## src/verilog/intc_global_pkg.sv

```systemverilog
// Package with register map, field layout, reset values and types of the interrupt block.
package intc_global_pkg;

  // Register byte offsets on the AHB-Lite bus.
  localparam logic [7:0] OFS_GLOBAL_CONTROL  = 8'h00;
  localparam logic [7:0] OFS_HANDLER_STATE   = 8'h04;
  localparam logic [7:0] OFS_SYSTEM_FLAGS    = 8'h08;
  localparam logic [7:0] OFS_SOURCE_ENABLE   = 8'h0c;
  localparam logic [7:0] OFS_SOURCE_PRIORITY = 8'h10;
  localparam logic [7:0] OFS_EXT_PIN_FLAGS   = 8'h14;
  localparam logic [7:0] OFS_VECTOR_BASE     = 8'h18;
  localparam logic [7:0] OFS_IRQ_STATUS      = 8'h1c;
  localparam logic [7:0] OFS_IRQ_CLEAR       = 8'h20;
  localparam logic [7:0] OFS_IRQ_ENABLE      = 8'h24;

  // Global control fields.
  localparam int         GC_HIGH_EN_BIT = 7;
  localparam int         GC_LOW_EN_BIT  = 6;
  localparam int         GC_PRIO_BIT    = 5;
  localparam int         GC_EDGE_LSB    = 0;
  localparam logic [7:0] GC_RESET       = 8'h07;
  localparam logic [7:0] GC_WRITE_MASK  = 8'he7;

  // Handler state field position.
  localparam int HS_FIELD_LSB = 6;

  // System event flag fields.
  localparam int         SEF_SUMMARY_BIT = 7;
  localparam int         SEF_CLKSW_BIT   = 3;
  localparam int         SEF_SOFT_BIT    = 0;
  localparam logic [7:0] SEF_HW_MASK     = 8'h7e;
  localparam logic [7:0] SEF_WRITE_MASK  = 8'h7f;
  localparam logic [7:0] SEF_RESET       = 8'h00;

  // Interrupt sources: system flags 0..7, external pins 8..10.
  localparam int          NUM_EXT     = 3;
  localparam int          NUM_SRC     = 11;
  localparam int          SRC_W       = 4;
  localparam logic [10:0] PRIO_RESET  = 11'h7ff;
  localparam logic [10:0] ENA_RESET   = 11'h000;

  // Vector addressing.
  localparam int          VT_W            = 24;
  localparam logic [23:0] VT_RESET        = 24'h000008;
  localparam logic [23:0] FIXED_VECTOR    = 24'h000008;
  localparam logic [23:0] LEGACY_LOW_VEC  = 24'h000018;

  // Block event status bits.
  localparam int         IRQ_W        = 4;
  localparam int         EV_FLAG_SET  = 0;
  localparam int         EV_PIN_EDGE  = 1;
  localparam int         EV_HIGH_TAKE = 2;
  localparam int         EV_LOW_TAKE  = 3;

  // Handler states, one-hot.
  typedef enum logic [3:0] {
    ST_MAIN      = 4'b0001,
    ST_LOW       = 4'b0010,
    ST_HIGH_MAIN = 4'b0100,
    ST_HIGH_LOW  = 4'b1000
  } handler_state_type;

  // Codes read back for each handler state.
  localparam logic [1:0] CODE_MAIN      = 2'h0;
  localparam logic [1:0] CODE_LOW       = 2'h1;
  localparam logic [1:0] CODE_HIGH_MAIN = 2'h2;
  localparam logic [1:0] CODE_HIGH_LOW  = 2'h3;

  // Captured AHB address phase.
  typedef struct packed {
    logic       write;
    logic [7:0] offset;
  } bus_phase_type;

  // Request handed to the CPU core.
  typedef struct packed {
    logic             high;
    logic             low;
    logic [3:0]       source;
    logic [23:0]      entry;
  } cpu_request_type;

endpackage : intc_global_pkg

```

## src/verilog/interrupt_global_control_status.sv

```systemverilog
// Global control, handler state and system event flags of the vectored interrupt controller.
//
// Function
// - Vector table off: no table lookup; per-source priority still honoured when priority is on.
// - Table and priority both off: every request goes to address 0008h.
// - Vector base resets to 0x000008 and software may rewrite it.
// - Priority off: bit 7 set allows unmasked interrupts, clear blocks all.
// - Priority on: bit 7 is high enable, also needed for low interrupts.
// - Bit 6 reads zero with priority off; else enables low with bit 7.
// - Priority on honours per-source levels; off treats all as high.
// - Bits 2..0 choose rising (1) or falling (0) pin edge; reset 1.
// - Handler state reads 00 main, 01 low, 10 high, 11 high over low.
// - Hardware sets event flags regardless of enables.
// - Flag bits 6..1 are hardware-set, software-cleared system events.
// - Bit 0 is a software request flag; hardware never sets it.
// - Summary bit 7 is read-only and clears when all pin-change bits clear.
// - Clock switch event gives no wake-up while asleep.
// - A selected edge on an external pin sets that pin's flag.
// - Wake request for any enabled event, independent of global enables.
//
// The AHB-Lite slave port and the register addresses were decided locally.
`timescale 1ns/1ps
module interrupt_global_control_status
  import intc_global_pkg::*;
#(
  parameter int PIN_CHANGE_W = 8
) (
  input  wire logic              hclk,             // System clock, 25 MHz.
  input  wire logic              hresetn,          // Asynchronous reset, active low.
  input  wire logic              clk_en,           // Freezes all state while low.
  input  wire logic              hsel,             // AHB slave select.
  input  wire logic [31:0]       haddr,            // AHB address.
  input  wire logic [1:0]        htrans,           // AHB transfer type.
  input  wire logic              hwrite,           // AHB write strobe.
  input  wire logic [2:0]        hsize,            // AHB size, word only.
  input  wire logic [31:0]       hwdata,           // AHB write data.
  input  wire logic              hready,           // AHB bus ready.
  output logic [31:0]            hrdata,           // AHB read data.
  output logic                   hreadyout,        // AHB slave ready.
  output logic                   hresp,            // AHB response, always OKAY.
  input  wire logic              vector_table_on,  // Configuration strap, caught after reset.
  input  wire logic [NUM_EXT-1:0] ext_pin,         // External interrupt pins, asynchronous.
  input  wire logic [6:1]        sys_event,        // One-cycle system event pulses.
  input  wire logic [PIN_CHANGE_W-1:0] pin_change_bits, // Pin-change flag levels.
  input  wire logic              cpu_enter_high,   // Core entered a high handler.
  input  wire logic              cpu_enter_low,    // Core entered a low handler.
  input  wire logic              cpu_return,       // Core left the current handler.
  input  wire logic              sleep_mode,       // Core is in Sleep.
  output logic                   cpu_irq_high,     // High priority request to core.
  output logic                   cpu_irq_low,      // Low priority request to core.
  output logic [SRC_W-1:0]       vector_number,    // Source chosen for the request.
  output logic [VT_W-1:0]        vector_entry,     // Address the core branches to.
  output logic                   wake_request,     // Wake-up request to the core.
  output logic                   irq               // Block event interrupt, level.
);

  // Refuse a pin-change group the summary cannot cover.
  if (PIN_CHANGE_W < 1 || PIN_CHANGE_W > 32) begin : g_check
    $error("PIN_CHANGE_W must lie between 1 and 32.");
  end

  // Lowest-numbered set source wins.
  function automatic logic [SRC_W-1:0] first_set(input logic [NUM_SRC-1:0] vec);
    logic [SRC_W-1:0] idx;
    idx = '0;
    for (int i = NUM_SRC - 1; i >= 0; i--) begin
      if (vec[i]) begin
        idx = SRC_W'(i);
      end
    end
    return idx;
  endfunction : first_set

  // Programmer-visible state.
  logic [7:0]         global_control;
  logic [7:0]         system_event_flags;
  logic [NUM_EXT-1:0] ext_pin_flag;
  logic [NUM_SRC-1:0] source_enable;
  logic [NUM_SRC-1:0] source_priority;
  logic [VT_W-1:0]    vector_table_base;
  logic [IRQ_W-1:0]   irq_status;
  logic [IRQ_W-1:0]   irq_enable;
  handler_state_type  handler_state;
  logic               vt_mode;
  logic               strap_taken;

  // Bus tracking.
  bus_phase_type      data_phase;
  logic               wr_pending;
  logic               rd_pending;

  // Pin synchronisers and edge history.
  logic [NUM_EXT-1:0] pin_meta;
  logic [NUM_EXT-1:0] pin_sync;
  logic [NUM_EXT-1:0] pin_prev;
  logic [NUM_EXT-1:0] pin_edge;

  // Field views of global control.
  wire logic               high_en = global_control[GC_HIGH_EN_BIT];
  wire logic               low_en  = global_control[GC_LOW_EN_BIT];
  wire logic               prio_on = global_control[GC_PRIO_BIT];
  wire logic [NUM_EXT-1:0] edge_sel = global_control[GC_EDGE_LSB +: NUM_EXT];

  // Bus decode.
  wire logic       addr_take = hsel & htrans[1] & hready;
  wire logic [7:0] wr_ofs    = data_phase.offset;
  wire logic       wr_now    = wr_pending;
  wire logic       wr_gc     = wr_now & (wr_ofs == OFS_GLOBAL_CONTROL);
  wire logic       wr_sef    = wr_now & (wr_ofs == OFS_SYSTEM_FLAGS);
  wire logic       wr_ena    = wr_now & (wr_ofs == OFS_SOURCE_ENABLE);
  wire logic       wr_pri    = wr_now & (wr_ofs == OFS_SOURCE_PRIORITY);
  wire logic       wr_pin    = wr_now & (wr_ofs == OFS_EXT_PIN_FLAGS);
  wire logic       wr_vtb    = wr_now & (wr_ofs == OFS_VECTOR_BASE);
  wire logic       wr_clr    = wr_now & (wr_ofs == OFS_IRQ_CLEAR);
  wire logic       wr_ien    = wr_now & (wr_ofs == OFS_IRQ_ENABLE);

  // Edge detection per external pin, on synchronised levels only.
  for (genvar p = 0; p < NUM_EXT; p++) begin : g_pin
    assign pin_edge[p] = edge_sel[p] ? (pin_sync[p] & ~pin_prev[p])
                                     : (~pin_sync[p] & pin_prev[p]);
  end

  // Pin-change summary follows the individual bits.
  // Summary is OR of pins.
  wire logic summary = |pin_change_bits;

  // Next values of the flag registers; hardware set wins over software clear.
  // Set regardless of enables.
  wire logic [7:0] sef_hw_set = {1'b0, sys_event, 1'b0} & SEF_HW_MASK;
  wire logic [7:0] sef_written = wr_sef ? (hwdata[7:0] & SEF_WRITE_MASK)
                                        : (system_event_flags & SEF_WRITE_MASK);
  wire logic [7:0] next_sef = ((sef_written | sef_hw_set) & ~(8'h01 << SEF_SUMMARY_BIT))
                              | ({7'h00, summary} << SEF_SUMMARY_BIT);
  wire logic [NUM_EXT-1:0] next_pin_flag =
      (wr_pin ? hwdata[NUM_EXT-1:0] : ext_pin_flag) | pin_edge;

  // Sources, pending set and priority split.
  wire logic [NUM_SRC-1:0] src_flag = {ext_pin_flag, system_event_flags};
  wire logic [NUM_SRC-1:0] pending  = src_flag & source_enable;
  // All sources high when levels are off.
  wire logic [NUM_SRC-1:0] high_map  = prio_on ? source_priority : {NUM_SRC{1'b1}};
  wire logic [NUM_SRC-1:0] high_pend = pending & high_map;
  wire logic [NUM_SRC-1:0] low_pend  = pending & ~high_map;

  // Handler state allows preemption only upward.
  wire logic in_main = (handler_state == ST_MAIN);
  wire logic in_low  = (handler_state == ST_LOW);

  wire logic take_high = high_en & (|high_pend) & (in_main | in_low);
  wire logic take_low  = prio_on & high_en & low_en & (|low_pend) & in_main & ~take_high;

  // Chosen source and its entry address.
  wire logic [SRC_W-1:0] chosen = first_set(take_high ? high_pend : low_pend);
  wire logic [VT_W-1:0] table_entry = vector_table_base + VT_W'({chosen, 1'b0});
  wire logic [VT_W-1:0] legacy_entry = (prio_on & take_low) ? LEGACY_LOW_VEC : FIXED_VECTOR;
  wire logic [VT_W-1:0] next_entry = vt_mode ? table_entry : legacy_entry;

  // Wake request ignores global enables; clock switch cannot wake from Sleep.
  // Clock switch masked asleep.
  wire logic [NUM_SRC-1:0] wake_mask = sleep_mode ? ~(NUM_SRC'(1) << SEF_CLKSW_BIT)
                                                  : {NUM_SRC{1'b1}};
  wire logic next_wake = |(pending & wake_mask);

  // Handler state code and next state.
  // State code read back.
  wire logic [1:0] state_code = (handler_state == ST_LOW)       ? CODE_LOW :
                                (handler_state == ST_HIGH_MAIN) ? CODE_HIGH_MAIN :
                                (handler_state == ST_HIGH_LOW)  ? CODE_HIGH_LOW : CODE_MAIN;
  handler_state_type next_state;
  always_comb begin
    next_state = handler_state;
    case (handler_state)
      ST_MAIN: begin
        if (cpu_enter_high || (cpu_enter_low && !prio_on)) begin
          next_state = ST_HIGH_MAIN;
        end else if (cpu_enter_low) begin
          next_state = ST_LOW;
        end
      end
      ST_LOW: begin
        if (cpu_enter_high) begin
          next_state = ST_HIGH_LOW;
        end else if (cpu_return) begin
          next_state = ST_MAIN;
        end
      end
      ST_HIGH_MAIN: begin
        if (cpu_return) begin
          next_state = ST_MAIN;
        end
      end
      ST_HIGH_LOW: begin
        if (cpu_return) begin
          next_state = ST_LOW;
        end
      end
      default: begin
        next_state = ST_MAIN;
      end
    endcase
  end

  // Block events and their sticky status; set wins over clear.
  wire logic [IRQ_W-1:0] ev_set;
  assign ev_set[EV_FLAG_SET]  = |sef_hw_set;
  assign ev_set[EV_PIN_EDGE]  = |pin_edge;
  assign ev_set[EV_HIGH_TAKE] = cpu_enter_high | (cpu_enter_low & ~prio_on);
  assign ev_set[EV_LOW_TAKE]  = cpu_enter_low & prio_on;
  wire logic [IRQ_W-1:0] ev_clr = wr_clr ? hwdata[IRQ_W-1:0] : '0;
  wire logic [IRQ_W-1:0] next_status = (irq_status & ~ev_clr) | ev_set;

  // Read mux for the word in the current data phase.
  // Low enable reads zero without levels.
  wire logic [7:0] gc_view = global_control & ~({7'h00, ~prio_on} << GC_LOW_EN_BIT);
  wire logic [31:0] read_word =
      (wr_ofs == OFS_GLOBAL_CONTROL)  ? {24'h000000, gc_view} :
      (wr_ofs == OFS_HANDLER_STATE)   ? {24'h000000, state_code, 6'h00} :
      (wr_ofs == OFS_SYSTEM_FLAGS)    ? {24'h000000, system_event_flags} :
      (wr_ofs == OFS_SOURCE_ENABLE)   ? {21'h000000, source_enable} :
      (wr_ofs == OFS_SOURCE_PRIORITY) ? {21'h000000, source_priority} :
      (wr_ofs == OFS_EXT_PIN_FLAGS)   ? {29'h00000000, ext_pin_flag} :
      (wr_ofs == OFS_VECTOR_BASE)     ? {8'h00, vector_table_base} :
      (wr_ofs == OFS_IRQ_STATUS)      ? {28'h0000000, irq_status} :
      (wr_ofs == OFS_IRQ_ENABLE)      ? {28'h0000000, irq_enable} : 32'h00000000;

  // Bus phase tracking; reads hold one wait state so data come from settled registers.
  always_ff @(posedge hclk or negedge hresetn) begin
    if (!hresetn) begin
      data_phase <= '0;
      wr_pending <= 1'b0;
      rd_pending <= 1'b0;
      hreadyout  <= 1'b1;
      hrdata     <= 32'h00000000;
      hresp      <= 1'b0;
    end else if (clk_en) begin
      wr_pending <= addr_take & hwrite;
      rd_pending <= addr_take & ~hwrite;
      hreadyout  <= ~(addr_take & ~hwrite);
      if (addr_take) begin
        data_phase <= '{write: hwrite, offset: haddr[7:0]};
      end
      if (rd_pending) begin
        hrdata <= read_word;
      end
      hresp <= 1'b0;
    end
  end

  // Configuration strap caught once after reset release.
  always_ff @(posedge hclk or negedge hresetn) begin
    if (!hresetn) begin
      vt_mode     <= 1'b0;
      strap_taken <= 1'b0;
    end else if (clk_en && !strap_taken) begin
      vt_mode     <= vector_table_on;
      strap_taken <= 1'b1;
    end
  end

  // Control registers written by software.
  always_ff @(posedge hclk or negedge hresetn) begin
    if (!hresetn) begin
      global_control    <= GC_RESET;
      source_enable     <= ENA_RESET;
      source_priority   <= PRIO_RESET;
      vector_table_base <= VT_RESET;
      irq_enable        <= '0;
    end else if (clk_en) begin
      if (wr_gc) begin
        global_control <= hwdata[7:0] & GC_WRITE_MASK;
      end
      if (wr_ena) begin
        source_enable <= hwdata[NUM_SRC-1:0];
      end
      if (wr_pri) begin
        source_priority <= hwdata[NUM_SRC-1:0];
      end
      if (wr_vtb) begin
        vector_table_base <= hwdata[VT_W-1:0];
      end
      if (wr_ien) begin
        irq_enable <= hwdata[IRQ_W-1:0];
      end
    end
  end

  // Flags, handler state and event status.
  always_ff @(posedge hclk or negedge hresetn) begin
    if (!hresetn) begin
      system_event_flags <= SEF_RESET;
      ext_pin_flag       <= '0;
      handler_state      <= ST_MAIN;
      irq_status         <= '0;
    end else if (clk_en) begin
      system_event_flags <= next_sef;
      ext_pin_flag       <= next_pin_flag;
      handler_state      <= next_state;
      irq_status         <= next_status;
    end
  end

  // External pin synchronisers and edge history.
  always_ff @(posedge hclk or negedge hresetn) begin
    if (!hresetn) begin
      pin_meta <= '0;
      pin_sync <= '0;
      pin_prev <= '0;
    end else if (clk_en) begin
      pin_meta <= ext_pin;
      pin_sync <= pin_meta;
      pin_prev <= pin_sync;
    end
  end

  // Registered requests to the core.
  always_ff @(posedge hclk or negedge hresetn) begin
    if (!hresetn) begin
      cpu_irq_high  <= 1'b0;
      cpu_irq_low   <= 1'b0;
      vector_number <= '0;
      vector_entry  <= FIXED_VECTOR;
      wake_request  <= 1'b0;
      irq           <= 1'b0;
    end else if (clk_en) begin
      cpu_irq_high  <= take_high;
      cpu_irq_low   <= take_low;
      vector_number <= chosen;
      vector_entry  <= next_entry;
      wake_request  <= next_wake;
      irq           <= |(next_status & irq_enable);
    end
  end

endmodule : interrupt_global_control_status
```

## config.mk

```make
export PLATFORM = sky130hd
export DESIGN_NAME = interrupt_global_control_status
export DESIGN_NICKNAME = d
export VERILOG_FILES = /design/src/verilog/intc_global_pkg.sv /design/src/verilog/interrupt_global_control_status.sv
export SDC_FILE = /design/constraint.sdc
export NUM_CORES = 1
export LEC_CHECK = 0
export BUFFER_PORTS_ARGS = -buffer_cell sky130_fd_sc_hd__buf_2
export CORE_MARGIN = 5
export CORE_UTILIZATION = 50
export DETAILED_ROUTE_END_ITERATION = 8
export PLACE_DENSITY = 0.74
export SETUP_SLACK_MARGIN = 0.1
export SYNTH_ARGS = -nofsm -noshare
export SYNTH_HDL_FRONTEND = slang
export SYNTH_SLANG_ARGS = --single-unit
```

## constraint.sdc

```tcl
create_clock -name hclk -period 10.5 [get_ports hclk]
set_clock_uncertainty 0.15 [all_clocks]
set_input_delay 0 -clock hclk [delete_from_list [all_inputs] [get_ports hclk]]
set_output_delay 0 -clock hclk [all_outputs]
set_load 0.02 [all_outputs]
```

==> impl_metrics.ini <==
[run_status]
outcome = finished, violations left
violations = hold timing

[sta]
rsz0062_at_grt = false
worst_hold_slack_ns = -0.00282
postLayoutSetupSlackWorst_ns = 4.84
fmax_mhz = 177
finalSetupViolations = 0
maxSlewViolCount = 0
post-route-min-period_ns = 5.66
tightest_slew_ns = 1.01
fin_setup_tns_ns = 0
slew_headroom = 0.329
fin_crit_sh = 0.539
finalHoldViolCount = 5

[cts]
clockRootBuffer = clkbuf_16
path_clk_slew_ns = 0.07
holdBufCountCts = 58
htreeDepth = 4
numCtsBuffers = 17
tritoncts = yes
worstSkewPairLatency_ns = 0.44
cts_sinks = 153
cts.path.max_buffers = 2
postCtsSetupRepairBufs = 0
post_cts_resized = 0

[grt]
use_met2 = 0.397
grt_use_met3 = 0.0565
antenna_found_initial = 0
grt_busiest_layer = met2
grt_util_all_layers = 0.244
grt_pass1_vias = 6509
grt_max_degree = 80
overflow = 0
grt_util_met1 = 0.321
grt_pass1_wl_um = 34800

[routing]
drc_errors = 0
wl_per_cell_um = 19.0
drt_iter0_markers = 623
antenna_left = 0
vias_per_cell = 5.67
firstDrtPassIters = 5
vias = 6546
drt_wl_total_um = 22000

[critical_path]
cp_data_arrival_time_ns = 5.87
rr_worst_depth = 19
cp-start-kind = flip-flop
path_cells = nor2b_1, o211ai_1, nor3_2, a21oi_2, a211o_1, o211ai_1, a31oi_1, nor2_1, ha_1, inv_1, fa_1, nor2b_1, o21ai_0, a21boi_0, nor2b_1, and3_1, nand3_1, xor2_1, o2bb2ai_1
reg2reg_from = global_control[5]
endpoint_kind = flip-flop
worstSetupPathDepth = 19
timing_worst_setup_path_type = reg -> reg
crit_family = simple AND/OR/NAND/NOR gates
critPathRequiredTime_ns = 10.71
cp-startpoint = global_control[5]
critPathSlowestCell = dfrtp_1
crit_fanout = 27
crit_buf_inv = 1
r2r_setup_slack_ns = 4.84
slowest_delay_ns = 0.89
crit_end = vector_entry[21]
critPathMostFrequentCell = nor2b_1
r2r-end = vector_entry[21]

[run]
cap_violations = 0

[synth]
syn_area_um2 = 7890
synth_compound_area_frac = 0.152
synthFlopType = dfrtp_1
netlist_instances = 768
syn_avg_cell_area_um2 = 10.3
synth_mux_area_frac = 0.116
synth-seq-cells = 153
synth_top_family_by_area = simple AND/OR/NAND/NOR gates
synth.top_cell.area_share = 0.428
synthArstFlopShare = 1.00
synth.most_common_cell = dfrtp_1
synth_edf_count = 0
ys_top_cells_by_area = dfrtp_1, mux2_2, dfstp_2, nand2_1, o21ai_0
yosys_warnings = 0
synthAdderAreaFrac = 0.00889
synth_common_cells = dfrtp_1, nand2_1, mux2_2
synth-xor-area-share = 0.0255
yosysTopAreaCell = dfrtp_1
synth-simple-area-share = 0.162
synth-seq-area-share = 0.488
synth_cell_types = 75

[finish]
syn_to_final_growth_pct = 24.1
antennaDiodeCount = 0
drive_gt1_frac = 0.270
layout.cells.non_filler = 1154
nets = 1027

[floorplan]
dieArea_um2 = 18400
die_w_um = 136
num_io_pins = 163
core_area_um2 = 15700
die_h_um = 136
start_util = 0.504
rows = 46

[power]
p_clk_frac = 0.447
power.total_mw = 1.60
leakage_nw = 4.49
p_per_area_nw_per_um2 = 163
p_int_mw = 1.15
switchingPower_mw = 0.445
p_seq_frac = 0.427
power_frac_comb = 0.126
peakVddDrop_mv = 0.117
swShare = 0.279

[placement]
port_buffers = 117
gp_congestion = 0.987
pre_cts_ws_ns = 5.17
dpl.cell_count = 1064
post-dp-hpwl_um = 15000

[worst_hold_path]
hp-class = in -> async
[layout by cell type (no fill, tap or decap), drive strengths merged, types with 6 or more instances in the layout]
cell type	n
dfstp	18
a32oi	6
dlygate4sd3	58
nand2	120
a22o	9
nor3	11
o21ai	42
xnor2	8
mux2	75
mux2i	7
inv	27
and2	6
dfrtp	135
a31oi	7
xor2	15
nor2b	14
nand3	22
clkbuf	17
a21oi	31
nor2	49
conb	9
buf	122
nand4	9
a21o	7
o2bb2ai	20
o22ai	9
[metrics by stage]
step                      hold slack [ns]   util  cell area [um2]
after floorplan                    -0.446      -             7920
after global placement            -0.0943  0.544             8520
after detailed placement          -0.0907  0.544             8520
after CTS                          0.0146  0.625             9780
after global routing               0.0654  0.625             9780
final                            -0.00282  0.625             9780
[worst reg2reg max path: stages (launching register included)]
cell and delay, ns:
dfrtp_1 0.89, nor2b_1 0.30, o211ai_1 0.13, nor3_2 0.34
a21oi_2 0.22, a211o_1 0.37, o211ai_1 0.13, a31oi_1 0.19
nor2_1 0.16, ha_1 0.21, inv_1 0.08, fa_1 0.41
nor2b_1 0.20, o21ai_0 0.17, a21boi_0 0.39, nor2b_1 0.51
and3_1 0.33, nand3_1 0.12, xor2_1 0.16, o2bb2ai_1 0.14
[power groups by stage]
stage | logic, mW | clock network [mW] | registers [mW]
2_1_floorplan | 0.137 | 0 | 0.670
3_3_place_gp | 0.178 | 0 | 0.689
3_5_place_dp | 0.181 | 0 | 0.691
4_1_cts | 0.200 | 0.718 | 0.680
5_1_grt | 0.221 | 0.746 | 0.688
6_report | 0.201 | 0.714 | 0.682
[logic make-up (layout without fill, tap and decap cells)]
group | count (synthesis) | in the layout
AOI/OAI and AO/OA | 172 | 172
other | 1 | 9
adders and majority gates | 5 | 5
DFF | 153 | 153
buffers and inverters | 70 | 232
muxes | 82 | 82
xor gates and xnor gates | 23 | 23
and+or+nand+nor | 262 | 262
[routing by layer]
layer / up-vias / share of wire
met5: - / 0
met4: 0 / 0.026
met3: 52 / 0.060
met2: 234 / 0.48
met1: 3206 / 0.43
li1: 3054 / -
[sequential cells by signal, summed over array words and instances, names as in the netlist, 6 cells and up, named ones only]
signal and flops:
global_control 6, hrdata 24, source_enable 11, source_priority 11, system_event_flags 7, vector_entry 24
vector_table_base 24, wr_ofs 8
[worst min path at each step]
stage / start / endpoint / slack (ns) / cells after the start
4_1_cts: hready / wr_now / 0.01 / 3
3_3_place_gp: hresetn / cpu_irq_low / -0.09 / 1
3_5_place_dp: hresetn / cpu_irq_low / -0.09 / 1
6_report: hresetn / cpu_irq_high / -0.003 / 2
2_1_floorplan: hresetn / asynchronous set/reset pin / -0.45 / 0
5_1_grt: hresetn / cpu_irq_high / 0.07 / 2
[area by class of cell]
type	count	area [um2]
Fill cell	1292	5870
Sequential cell	153	3850
Inverter	20	75.1
Multi-Input combinational cell	553	3700
Clock buffer	17	425
Timing Repair Buffer	180	1210
Clock inverter	15	256
Tap cell	216	270
(Power assumes the default switching activity.)
